===== config.mk =====
export PLATFORM = sky130hd
export DESIGN_NAME = aisk_cmd
export DESIGN_NICKNAME = d
export VERILOG_FILES = /design/src/hw/aisk_pkg.sv /design/src/hw/aisk_cmd.sv
export VERILOG_INCLUDE_DIRS = /design/src /design/src/hw
export SDC_FILE = /design/constraint.sdc
export NUM_CORES = 1
export LEC_CHECK = 0
export BUFFER_PORTS_ARGS = -buffer_cell sky130_fd_sc_hd__buf_2
export CELL_PAD_IN_SITES_DETAIL_PLACEMENT = 0
export CELL_PAD_IN_SITES_GLOBAL_PLACEMENT = 1
export CORE_MARGIN = 4
export CORE_UTILIZATION = 52
export DETAILED_ROUTE_END_ITERATION = 16
export PLACE_DENSITY_LB_ADDON = 0.1
export SLEW_MARGIN = 10
export SYNTH_ARGS = -nofsm -noshare
export SYNTH_HDL_FRONTEND = slang
export SYNTH_SLANG_ARGS = --single-unit

===== constraint.sdc =====
create_clock -name pclk -period 3.4 [get_ports pclk]
set_input_delay 0.68 -clock pclk [delete_from_list [all_inputs] [get_ports pclk]]
set_output_delay 0.68 -clock pclk [all_outputs]
set_load 0.02 [all_outputs]

===== src/hw/aisk_defines.svh =====
// Purpose: offsets, field positions, reset values and timing counts of the task-file block
// Assumes: 40 MHz pclk; APB byte address is four times the register index
// Notes:   definitions only
`ifndef AISK_DEFINES_SVH
`define AISK_DEFINES_SVH

// ********************************************************************
// register indices (byte address = index * 4)
// ********************************************************************
`define AISK_IDX_DATA       5'h00
`define AISK_IDX_FEATURE    5'h01
`define AISK_IDX_XFER_CNT   5'h02
`define AISK_IDX_START_SEC  5'h03
`define AISK_IDX_TRACK_LO   5'h04
`define AISK_IDX_TRACK_HI   5'h05
`define AISK_IDX_UNIT_HEAD  5'h06
`define AISK_IDX_COMMAND    5'h07
`define AISK_IDX_STATUS     5'h08
`define AISK_IDX_INT_STAT   5'h09
`define AISK_IDX_INT_MASK   5'h0a
`define AISK_IDX_SEC_CTRL   5'h0b
`define AISK_IDX_IDENT_CTRL 5'h0c
`define AISK_IDX_IDENT      5'h0d
`define AISK_IDX_GEOMETRY   5'h0e
`define AISK_IDX_CHAL_LO    5'h0f
`define AISK_IDX_CHAL_HI    5'h10
`define AISK_IDX_APD        5'h11
`define AISK_IDX_LAST       5'h11

// ********************************************************************
// command codes
// ********************************************************************
`define AISK_CMD_IDLE_A     8'h97
`define AISK_CMD_IDLE_B     8'he3
`define AISK_CMD_IDLE_IMM_A 8'h95
`define AISK_CMD_IDLE_IMM_B 8'he1
`define AISK_CMD_INIT_GEOM  8'h91
`define AISK_CMD_KEY_MGMT   8'hb9
`define AISK_CMD_SEC_UNLOCK 8'hf2
`define AISK_CMD_SEC_ERASE  8'hf4

// ********************************************************************
// field positions
// ********************************************************************
`define AISK_INT_DONE       0
`define AISK_INT_DRQ        1
`define AISK_INT_ABORT      2
`define AISK_INT_PDOWN      3
`define AISK_INT_W          4
`define AISK_SEC_CAP        0
`define AISK_SEC_EN         1
`define AISK_SEC_LOCK       2
`define AISK_SEC_FREEZE     3
`define AISK_SEC_EXPIRE     4
`define AISK_SEC_ENH        5
`define AISK_SEC_MAX        8
`define AISK_ID_PIO3        0
`define AISK_ID_PIO4        1
`define AISK_ID_OTHER       2
`define AISK_W53_EXT_VALID  1
`define AISK_FEAT_KEY_HI    7

// ********************************************************************
// reset values
// ********************************************************************
`define AISK_RST_HEADS_M1   4'hf
`define AISK_RST_SPT        8'h3f
`define AISK_RST_KMS_SCHEME 16'h5a01

// ********************************************************************
// timing
// ********************************************************************
`define AISK_CLK_HZ         40000000
`define AISK_CLK_NS         25
`define AISK_APD_UNIT_MS    5
`define AISK_APD_TICK_CYC   ((`AISK_CLK_HZ / 1000) * `AISK_APD_UNIT_MS)
`define AISK_BUSY_NS        100
`define AISK_BUSY_CYC       ((`AISK_BUSY_NS + `AISK_CLK_NS - 1) / `AISK_CLK_NS)
`define AISK_PIO3_CYC_NS    16'h00b4
`define AISK_PIO4_CYC_NS    16'h0078
`define AISK_KMS_WORDS      9'h100

`endif


===== src/hw/aisk_pkg.sv =====
// Purpose: shared types of the task-file command block
// Assumes: nothing beyond the defines header
// Notes:   types only
package aisk_pkg;

	typedef enum logic [1:0] {
		AISK_ST_READY,
		AISK_ST_BUSY,
		AISK_ST_XFER
	} aisk_cmd_state_t;

	typedef enum logic [1:0] {
		AISK_PWR_ACTIVE,
		AISK_PWR_IDLE,
		AISK_PWR_DOWN
	} aisk_power_t;

endpackage : aisk_pkg


===== src/hw/aisk_cmd.sv =====
// Purpose: task-file command interpreter: idle, idle immediate, geometry, key structure read
// Assumes: APB slave, 32-bit data, one aligned word per register index
// Notes:   identify words 53/68 and the security word are built from software config
//
// Overview of operation
// - word 68 reports flow-controlled minimum PIO cycle; word 53 bit 1 set then.
// - PIO mode 3 or faster support means word 68 holds fastest mode time.
// - word 53 bit 1 set only for other fields gives word 68 zero.
// - security bit 8 is one for maximum level while security is enabled, zero for high level or when disabled.
// - security bit 5 is one when enhanced erase unit is supported.
// - bit 4 marks expired count; unlock and erase abort until reset.
// - bit 3 shows frozen security, bit 2 shows locked security.
// - bit 1 shows security enabled versus disabled.
// - bit 0 shows the security feature set is implemented.
// - idle command sets busy, enters idle, clears busy, interrupts.
// - idle with nonzero count enables power-down after count times 5 ms.
// - idle with zero count disables automatic power-down.
// - idle immediate sets busy, enters idle, clears busy, interrupts; ignores parameters.
// - geometry command takes sectors per track and heads minus one.
// - geometry command reads only count and unit/head registers.
// - key command with feature 0-127 returns a 512-byte structure by PIO in.
// - 39-bit host challenge gathered from five parameter registers; any value accepted.
`timescale 1ns/1ps

`include "aisk_defines.svh"

module aisk_cmd #(
	parameter int APD_TICK_CYCLES = `AISK_APD_TICK_CYC
) (
	// clock and reset
	input  wire logic        pclk,
	input  wire logic        presetn,
	// apb slave
	input  wire logic        psel,
	input  wire logic        penable,
	input  wire logic        pwrite,
	input  wire logic [31:0] paddr,
	input  wire logic [31:0] pwdata,
	output logic             pready,
	output logic [31:0]      prdata,
	output logic             pslverr,
	// device status
	output logic             irq,
	output logic             device_occupied_flag,
	output logic             power_down
);

	// ********************************************************************
	// apb decode
	// ********************************************************************
	logic [4:0] idx;
	logic       setup;
	logic       done;
	logic       wr;
	logic       rd;
	logic       mapped;

	assign idx    = paddr[6:2];
	assign mapped = (paddr[31:7] == 25'h0) && (paddr[1:0] == 2'h0) && (idx <= `AISK_IDX_LAST);
	assign setup  = psel && !penable && !pready;
	assign done   = psel && penable && pready;
	assign wr     = done && pwrite && mapped;
	assign rd     = done && !pwrite && mapped;

	function automatic logic wr_at(input logic [4:0] i, input logic w, input logic [4:0] a);
		return w && (i == a);
	endfunction : wr_at

	// ********************************************************************
	// state
	// ********************************************************************
	aisk_pkg::aisk_cmd_state_t state;
	aisk_pkg::aisk_power_t     power;
	logic [7:0]                feature_param;
	logic [7:0]                transfer_count_param;
	logic [7:0]                start_sector_param;
	logic [7:0]                track_low_param;
	logic [7:0]                track_high_param;
	logic [7:0]                unit_head_select;
	logic [7:0]                cmd_latched;
	logic [2:0]                busy_cnt;
	logic [8:0]                kms_idx;
	logic                      error_flag;
	logic [`AISK_INT_W-1:0]    int_status;
	logic [`AISK_INT_W-1:0]    int_mask;
	logic [`AISK_INT_W-1:0]    int_events;
	logic [15:0]               sec_ctrl;
	logic                      sec_expired;
	logic [2:0]                ident_ctrl;
	logic [3:0]                heads_m1;
	logic [7:0]                sectors_per_track;
	logic [38:0]               host_challenge_value;
	logic                      apd_enable;
	logic [7:0]                apd_count;
	logic [7:0]                apd_left;
	logic [17:0]               tick_cnt;
	logic                      apd_tick;
	logic                      apd_expire;
	logic                      cmd_wr;
	logic                      exec;
	logic                      kms_last;
	logic [15:0]               word53;
	logic [15:0]               word68;
	logic [15:0]               sec_word;
	logic [31:0]               next_prdata;

	assign cmd_wr   = wr_at(idx, wr, `AISK_IDX_COMMAND) && (state == aisk_pkg::AISK_ST_READY);
	assign exec     = (state == aisk_pkg::AISK_ST_BUSY) && (busy_cnt == 3'h0);
	assign kms_last = rd && (idx == `AISK_IDX_DATA) && (state == aisk_pkg::AISK_ST_XFER)
		&& (kms_idx == `AISK_KMS_WORDS - 9'h001);

	// ********************************************************************
	// identify words and security word
	// ********************************************************************
	function automatic logic [15:0] min_flow_cycle(input logic [2:0] c);
		if (c[`AISK_ID_PIO4])
			return `AISK_PIO4_CYC_NS;
		else if (c[`AISK_ID_PIO3])
			return `AISK_PIO3_CYC_NS;
		return 16'h0000;
	endfunction : min_flow_cycle

	assign word68 = min_flow_cycle(ident_ctrl);
	assign word53 = {14'h0, |ident_ctrl, 1'b1};

	assign sec_word = {7'h00,
		sec_ctrl[`AISK_SEC_EN] && sec_ctrl[`AISK_SEC_MAX],
		2'h0,
		sec_ctrl[`AISK_SEC_ENH],
		sec_expired,
		sec_ctrl[`AISK_SEC_FREEZE],
		sec_ctrl[`AISK_SEC_LOCK],
		sec_ctrl[`AISK_SEC_EN],
		sec_ctrl[`AISK_SEC_CAP]};

	// key structure content: scheme word, echoed challenge, zero fill
	function automatic logic [15:0] kms_word(input logic [8:0] i, input logic [38:0] c);
		unique case (i)
			9'h000:  return `AISK_RST_KMS_SCHEME;
			9'h001:  return c[15:0];
			9'h002:  return c[31:16];
			9'h003:  return {9'h000, c[38:32]};
			default: return 16'h0000;
		endcase
	endfunction : kms_word

	// ********************************************************************
	// apb answer, zero wait states, data registered in setup
	// ********************************************************************
	always_comb begin
		next_prdata = 32'h0;
		unique case (idx)
			`AISK_IDX_DATA:       next_prdata = (state == aisk_pkg::AISK_ST_XFER) ?
				{16'h0, kms_word(kms_idx, host_challenge_value)} : 32'h0;
			`AISK_IDX_FEATURE:    next_prdata = {24'h0, feature_param};
			`AISK_IDX_XFER_CNT:   next_prdata = {24'h0, transfer_count_param};
			`AISK_IDX_START_SEC:  next_prdata = {24'h0, start_sector_param};
			`AISK_IDX_TRACK_LO:   next_prdata = {24'h0, track_low_param};
			`AISK_IDX_TRACK_HI:   next_prdata = {24'h0, track_high_param};
			`AISK_IDX_UNIT_HEAD:  next_prdata = {24'h0, unit_head_select};
			`AISK_IDX_STATUS:     next_prdata = {27'h0, power, error_flag,
				state == aisk_pkg::AISK_ST_XFER, device_occupied_flag};
			`AISK_IDX_INT_STAT:   next_prdata = {28'h0, int_status};
			`AISK_IDX_INT_MASK:   next_prdata = {28'h0, int_mask};
			`AISK_IDX_SEC_CTRL:   next_prdata = {16'h0, sec_word};
			`AISK_IDX_IDENT_CTRL: next_prdata = {29'h0, ident_ctrl};
			`AISK_IDX_IDENT:      next_prdata = {word68, word53};
			`AISK_IDX_GEOMETRY:   next_prdata = {20'h0, heads_m1, sectors_per_track};
			`AISK_IDX_CHAL_LO:    next_prdata = host_challenge_value[31:0];
			`AISK_IDX_CHAL_HI:    next_prdata = {25'h0, host_challenge_value[38:32]};
			`AISK_IDX_APD:        next_prdata = {15'h0, apd_enable, apd_left, apd_count};
			default:              next_prdata = 32'h0;
		endcase
	end

	always_ff @(posedge pclk or negedge presetn) begin
		if (!presetn) begin
			pready  <= 1'b0;
			pslverr <= 1'b0;
			prdata  <= 32'h0;
		end else if (setup) begin
			pready  <= 1'b1;
			pslverr <= !mapped;
			prdata  <= mapped ? next_prdata : 32'h0;
		end else begin
			pready  <= 1'b0;
			pslverr <= 1'b0;
		end
	end

	// ********************************************************************
	// task-file parameter registers
	// ********************************************************************
	// host writes are dropped while busy, as a real task file would
	always_ff @(posedge pclk or negedge presetn) begin
		if (!presetn) begin
			feature_param        <= 8'h00;
			transfer_count_param <= 8'h00;
			start_sector_param   <= 8'h00;
			track_low_param      <= 8'h00;
			track_high_param     <= 8'h00;
			unit_head_select     <= 8'h00;
		end else if (wr && !device_occupied_flag) begin
			unique case (idx)
				`AISK_IDX_FEATURE:   feature_param        <= pwdata[7:0];
				`AISK_IDX_XFER_CNT:  transfer_count_param <= pwdata[7:0];
				`AISK_IDX_START_SEC: start_sector_param   <= pwdata[7:0];
				`AISK_IDX_TRACK_LO:  track_low_param      <= pwdata[7:0];
				`AISK_IDX_TRACK_HI:  track_high_param     <= pwdata[7:0];
				`AISK_IDX_UNIT_HEAD: unit_head_select     <= pwdata[7:0];
				default:             ;
			endcase
		end
	end

	// ********************************************************************
	// command sequencer
	// ********************************************************************
	always_ff @(posedge pclk or negedge presetn) begin
		if (!presetn) begin
			state                <= aisk_pkg::AISK_ST_READY;
			device_occupied_flag <= 1'b0;
			cmd_latched          <= 8'h00;
			busy_cnt             <= 3'h0;
			kms_idx              <= 9'h000;
			error_flag           <= 1'b0;
		end else begin
			unique case (state)
				aisk_pkg::AISK_ST_READY: begin
					if (cmd_wr) begin
						state                <= aisk_pkg::AISK_ST_BUSY;
						device_occupied_flag <= 1'b1;
						cmd_latched          <= pwdata[7:0];
						busy_cnt             <= 3'(`AISK_BUSY_CYC - 1);
						error_flag           <= 1'b0;
					end
				end
				aisk_pkg::AISK_ST_BUSY: begin
					if (busy_cnt != 3'h0) begin
						busy_cnt <= busy_cnt - 3'h1;
					end else begin
						device_occupied_flag <= 1'b0;
						if (cmd_latched == `AISK_CMD_KEY_MGMT
							&& !feature_param[`AISK_FEAT_KEY_HI]) begin
							state   <= aisk_pkg::AISK_ST_XFER;
							kms_idx <= 9'h000;
						end else begin
							state      <= aisk_pkg::AISK_ST_READY;
							error_flag <= int_events[`AISK_INT_ABORT];
						end
					end
				end
				aisk_pkg::AISK_ST_XFER: begin
					if (rd && idx == `AISK_IDX_DATA) begin
						kms_idx <= kms_idx + 9'h001;
						if (kms_last)
							state <= aisk_pkg::AISK_ST_READY;
					end
				end
			endcase
		end
	end

	// ********************************************************************
	// command effects
	// ********************************************************************
	function automatic logic cmd_known(input logic [7:0] c, input logic [7:0] f);
		return c == `AISK_CMD_IDLE_A || c == `AISK_CMD_IDLE_B
			|| c == `AISK_CMD_IDLE_IMM_A || c == `AISK_CMD_IDLE_IMM_B
			|| c == `AISK_CMD_INIT_GEOM || c == `AISK_CMD_SEC_UNLOCK
			|| c == `AISK_CMD_SEC_ERASE
			|| (c == `AISK_CMD_KEY_MGMT && !f[`AISK_FEAT_KEY_HI]);
	endfunction : cmd_known

	always_comb begin
		int_events = '0;
		if (exec) begin
			int_events[`AISK_INT_ABORT] = !cmd_known(cmd_latched, feature_param)
				|| (sec_expired && (cmd_latched == `AISK_CMD_SEC_UNLOCK
				|| cmd_latched == `AISK_CMD_SEC_ERASE));
			int_events[`AISK_INT_DONE] = 1'b1;
			int_events[`AISK_INT_DRQ]  = cmd_latched == `AISK_CMD_KEY_MGMT
				&& !feature_param[`AISK_FEAT_KEY_HI];
		end
		int_events[`AISK_INT_PDOWN] = apd_expire;
	end

	always_ff @(posedge pclk or negedge presetn) begin
		if (!presetn) begin
			heads_m1          <= `AISK_RST_HEADS_M1;
			sectors_per_track <= `AISK_RST_SPT;
		end else if (exec && cmd_latched == `AISK_CMD_INIT_GEOM) begin
			sectors_per_track <= transfer_count_param;
			heads_m1          <= unit_head_select[3:0];
		end
	end

	always_ff @(posedge pclk or negedge presetn) begin
		if (!presetn)
			host_challenge_value <= 39'h0;
		else if (exec && cmd_latched == `AISK_CMD_KEY_MGMT)
			host_challenge_value <= {feature_param[6:0], transfer_count_param,
				start_sector_param, track_low_param, track_high_param};
	end

	// ********************************************************************
	// security and identify configuration
	// ********************************************************************
	// expiry is write-once from software; only reset clears it
	always_ff @(posedge pclk or negedge presetn) begin
		if (!presetn) begin
			sec_ctrl    <= 16'h0000;
			sec_expired <= 1'b0;
		end else if (wr_at(idx, wr, `AISK_IDX_SEC_CTRL)) begin
			sec_ctrl    <= pwdata[15:0];
			sec_expired <= sec_expired | pwdata[`AISK_SEC_EXPIRE];
		end
	end

	always_ff @(posedge pclk or negedge presetn) begin
		if (!presetn)
			ident_ctrl <= 3'h0;
		else if (wr_at(idx, wr, `AISK_IDX_IDENT_CTRL))
			ident_ctrl <= pwdata[2:0];
	end

	// ********************************************************************
	// automatic power-down timer
	// ********************************************************************
	assign apd_tick   = tick_cnt == 18'(APD_TICK_CYCLES - 1);
	assign apd_expire = apd_enable && apd_tick && apd_left == 8'h01
		&& power != aisk_pkg::AISK_PWR_DOWN && !cmd_wr;

	always_ff @(posedge pclk or negedge presetn) begin
		if (!presetn) begin
			apd_enable <= 1'b0;
			apd_count  <= 8'h00;
		end else if (exec && (cmd_latched == `AISK_CMD_IDLE_A
			|| cmd_latched == `AISK_CMD_IDLE_B)) begin
			apd_enable <= transfer_count_param != 8'h00;
			apd_count  <= transfer_count_param;
		end
	end

	// restart on every host command
	always_ff @(posedge pclk or negedge presetn) begin
		if (!presetn) begin
			tick_cnt <= 18'h0;
			apd_left <= 8'h00;
		end else if (cmd_wr || exec) begin
			tick_cnt <= 18'h0;
			apd_left <= exec && (cmd_latched == `AISK_CMD_IDLE_A
				|| cmd_latched == `AISK_CMD_IDLE_B) ? transfer_count_param : apd_count;
		end else if (apd_enable && power != aisk_pkg::AISK_PWR_DOWN
			&& state == aisk_pkg::AISK_ST_READY) begin
			tick_cnt <= apd_tick ? 18'h0 : tick_cnt + 18'h1;
			if (apd_tick && apd_left != 8'h00)
				apd_left <= apd_left - 8'h01;
		end
	end

	always_ff @(posedge pclk or negedge presetn) begin
		if (!presetn) begin
			power      <= aisk_pkg::AISK_PWR_ACTIVE;
			power_down <= 1'b0;
		end else if (cmd_wr) begin
			power      <= aisk_pkg::AISK_PWR_ACTIVE;
			power_down <= 1'b0;
		end else if (exec && (cmd_latched == `AISK_CMD_IDLE_A || cmd_latched == `AISK_CMD_IDLE_B
			|| cmd_latched == `AISK_CMD_IDLE_IMM_A || cmd_latched == `AISK_CMD_IDLE_IMM_B)) begin
			power <= aisk_pkg::AISK_PWR_IDLE;
		end else if (apd_expire) begin
			power      <= aisk_pkg::AISK_PWR_DOWN;
			power_down <= 1'b1;
		end
	end

	// ********************************************************************
	// interrupts: sticky, write one to clear, set wins
	// ********************************************************************
	always_ff @(posedge pclk or negedge presetn) begin
		if (!presetn) begin
			int_status <= '0;
			int_mask   <= '0;
			irq        <= 1'b0;
		end else begin
			int_status <= (int_status & ~(wr_at(idx, wr, `AISK_IDX_INT_STAT) ?
				pwdata[`AISK_INT_W-1:0] : '0)) | int_events;
			if (wr_at(idx, wr, `AISK_IDX_INT_MASK))
				int_mask <= pwdata[`AISK_INT_W-1:0];
			irq <= |(int_status & int_mask);
		end
	end

endmodule : aisk_cmd


==> flow_summary.json <==
{
  "via_per_inst": 6.54,
  "dpl-instance-area_um2": 11600,
  "max_stage_delay_ns": 0.44,
  "p_leak_uw": 0.00561,
  "antenna_left": 0,
  "finalMaxSlewViolations": 0,
  "clk_latency_ns": 0.53,
  "crit_required_ns": 3.79,
  "worstPathArrival_ns": 3.27,
  "dieArea_um2": 23200,
  "fin_setup_tns_ns": 0,
  "yosysSeqAreaShare": 0.495,
  "ff2ff_path_depth": 8,
  "hp-class": "input pin to asynchronous set/reset pin",
  "max_freq_mhz": 348,
  "slew_headroom": 0.456,
  "wl_per_cell_um": 24.2,
  "syn_nets": 997,
  "drt_iter0_markers": 730,
  "p_per_area_nw_per_um2": 431,
  "yosysUniqueCellTypes": 78,
  "pwr-share-clk": 0.488,
  "nets": 1084,
  "grt_pass1_vias": 8500,
  "irDropWorstVdd_mv": 0.324,
  "crit_path_top_delay_cell": "mux2_2",
  "dp_hpwl_um": 21800,
  "final_area_um2": 12400,
  "die_h_um": 152,
  "finalCriticalPeriod_ns": 2.88,
  "placementRows": 52,
  "drt-total-wl_um": 31300,
  "syn_avg_cell_area_um2": 11.8,
  "start_util": 0.532,
  "drv_cap": 0,
  "power.switching_uw": 1180,
  "synth_warnings": 0,
  "endpoint_kind": "flop",
  "grt_max_degree": 81,
  "cts_buffer_depth": 3,
  "synth-edff-count": 0,
  "crit_type": "flop to flop",
  "synthFlopType": "dfrtp_1",
  "vias": 8436,
  "power_frac_comb": 0.035,
  "core-area_um2": 20400,
  "design_power_total_uw": 5340,
  "io_pins": 106,
  "cts.sinks": 214,
  "clk_pin_slew_worst_paths_ns": 0.06,
  "syn-cell-area_um2": 10800,
  "period_share": 0.846,
  "synth-async-reset-ratio": 1.00,
  "critical_path.cell_chain": "inv_1 -> ha_1 -> inv_1 -> nor3b_2 -> and2_1 -> nand2_1 -> mux2_2 -> mux2_2",
  "grt_remaining_overflow": 0,
  "grt.total_usage": 0.266,
  "skew_ns": 0.0265,
  "rsz0062_at_grt": "false",
  "whs_ns": 0.188,
  "p_int_uw": 4160,
  "die_w_um": 152,
  "cts_made_buffers": 24,
  "holdBufCountCts": 0,
  "hold_viol": 0,
  "drive_above_1_share": 0.331,
  "syn_inst": 915,
  "status": "completed",
  "antenna_found_initial": 0,
  "cts_setup_buffers": 0,
  "ys_seq_elements": 214,
  "worst_pin_slew_ns": 0.796,
  "area_growth_pct": 14.2,
  "seqPwrFrac": 0.477,
  "gp_congestion": 0.924,
  "cp-start-kind": "flop",
  "postCtsResizedCells": 0,
  "firstDrtPassIters": 7,
  "drc": 0,
  "root_buffer": "clkbuf_16",
  "crit_fanout": 10,
  "finalSetupViolations": 0,
  "cts_tree": "done",
  "swShare": 0.221,
  "cts_max_level": 1,
  "grt_pass1_wl_um": 49700,
  "insertedDiodeCount": 0,
  "port_buffers": 82
}
-- registers in the layout, indices dropped and copies added, names as in the netlist, 2 cells and up --
name and cells:
cmd_latched 8, track_high_param 8, transfer_count_param 8, track_low_param 8
start_sector_param 8, int_status 4, int_mask 4, unit_head_select 8
host_challenge_value 39, heads_m1 4, sec_ctrl 6, kms_idx 9
tick_cnt 18, apd_left 8, apd_count 8, busy_cnt 3
state 2, prdata 32, sectors_per_track 8, power 2
feature_param 8, ident_ctrl 3
-- Yosys cell counts, types with 13 or more instances --
master,number,share of area
dfrtp_1,204,0.47
mux2_2,102,0.11
nand2_1,55,0.019
o21ai_0,50,0.023
mux2_4,40,0.055
a21oi_1,36,0.017
nor2_1,36,0.012
a22oi_1,35,0.024
clkbuf_1,32,0.011
a222oi_1,16,0.015
inv_1,16,0.0055
nand3_1,15,0.0069
ha_1,13,0.015
nand4_1,13,0.0075
nor3_1,13,0.0060
-- metrics by stage --
step / setup WS (ns) / utilization / std cells
3_3_place_gp: 0.377 / 0.569 / 1246
5_1_grt: 0.357 / 0.608 / 1290
2_1_floorplan: 0.705 / - / 915
3_5_place_dp: 0.326 / 0.569 / 1246
6_report: 0.523 / 0.608 / 1290
4_1_cts: 0.542 / 0.608 / 1290
-- cell type report --
class | instances | area, µm²
Clock buffer | 33 | 684
Clock inverter | 11 | 121
Fill cell | 1706 | 7980
Inverter | 16 | 60.1
Multi-Input combinational cell | 633 | 5120
Sequential cell | 214 | 5370
Tap cell | 270 | 338
Timing Repair Buffer | 113 | 689
-- cell usage in the layout, fill, tap and decap left out, drive strengths merged, types with 13 or more instances in the layout --
cell / synthesis / layout
dfrtp: 204 / 204
o21ai: 55 / 55
ha: 13 / 13
nand3: 16 / 16
nor3: 15 / 15
a21oi: 36 / 36
nor2: 37 / 37
mux2: 142 / 142
nand2: 55 / 55
clkbuf: 32 / 34
nor4: 17 / 17
a22oi: 35 / 35
buf: 20 / 112
a222oi: 16 / 16
inv: 16 / 16
nand4: 14 / 14
-- worst paths after layout --
check | endpoint | slack, ns | from
worst min register to register | prdata[21] | 0.47 | prdata[21]
max in group asynchronous | sectors_per_track[4] | 2.36 | presetn
worst max-delay path | apd_left[6] | 0.52 | state[1]
min in group pclk | sec_ctrl[8] | 0.40 | pwdata[8]
worst min-delay path | kms_idx[4] | 0.19 | presetn
worst max register to register | apd_left[6] | 0.52 | state[1]
-- critical path, delay by kind of cell, from the launching register on --
family | cells | cell delay [ns]
adders and majority gates | 1 | 0.37
and+or+nand+nor | 3 | 1.03
buffers and inverters | 2 | 0.26
muxes | 2 | 0.71
DFF | 1 | 0.39
-- power by group through the flow --
stage	clock network [µW]	logic [µW]	registers [µW]
after floorplan	0	55.4	2600
after global placement	0	180	2600
after detailed placement	0	185	2600
after CTS	2650	185	2550
after global routing	2760	202	2550
final	2610	185	2550
-- cell families (layout without fill, tap and decap cells) --
| logic type | count (synthesis) | in the layout | synth area share |
|---|---|---|---|
| AO/OA/AOI/OAI | 225 | 225 | 0.147 |
| XOR/XNOR | 10 | 10 | 0.00808 |
| adder cells (fa/ha/maj) | 13 | 13 | 0.0150 |
| buffers and inverters | 68 | 173 | 0.0331 |
| flip-flops | 214 | 214 | 0.495 |
| multiplexers | 144 | 144 | 0.163 |
| AND/OR/NAND/NOR | 241 | 241 | 0.138 |
-- routing by layer --
| metal | track usage | vias up | wire length, µm |
|---|---|---|---|
| met5 | 0 | - | 0 |
| met4 | 0.0899 | 0 | 1110 |
| met3 | 0.0406 | 74 | 2000 |
| met2 | 0.426 | 350 | 14700 |
| met1 | 0.372 | 4353 | 13400 |
| li1 | - | 3659 | - |
(Power assumes the default switching activity.)
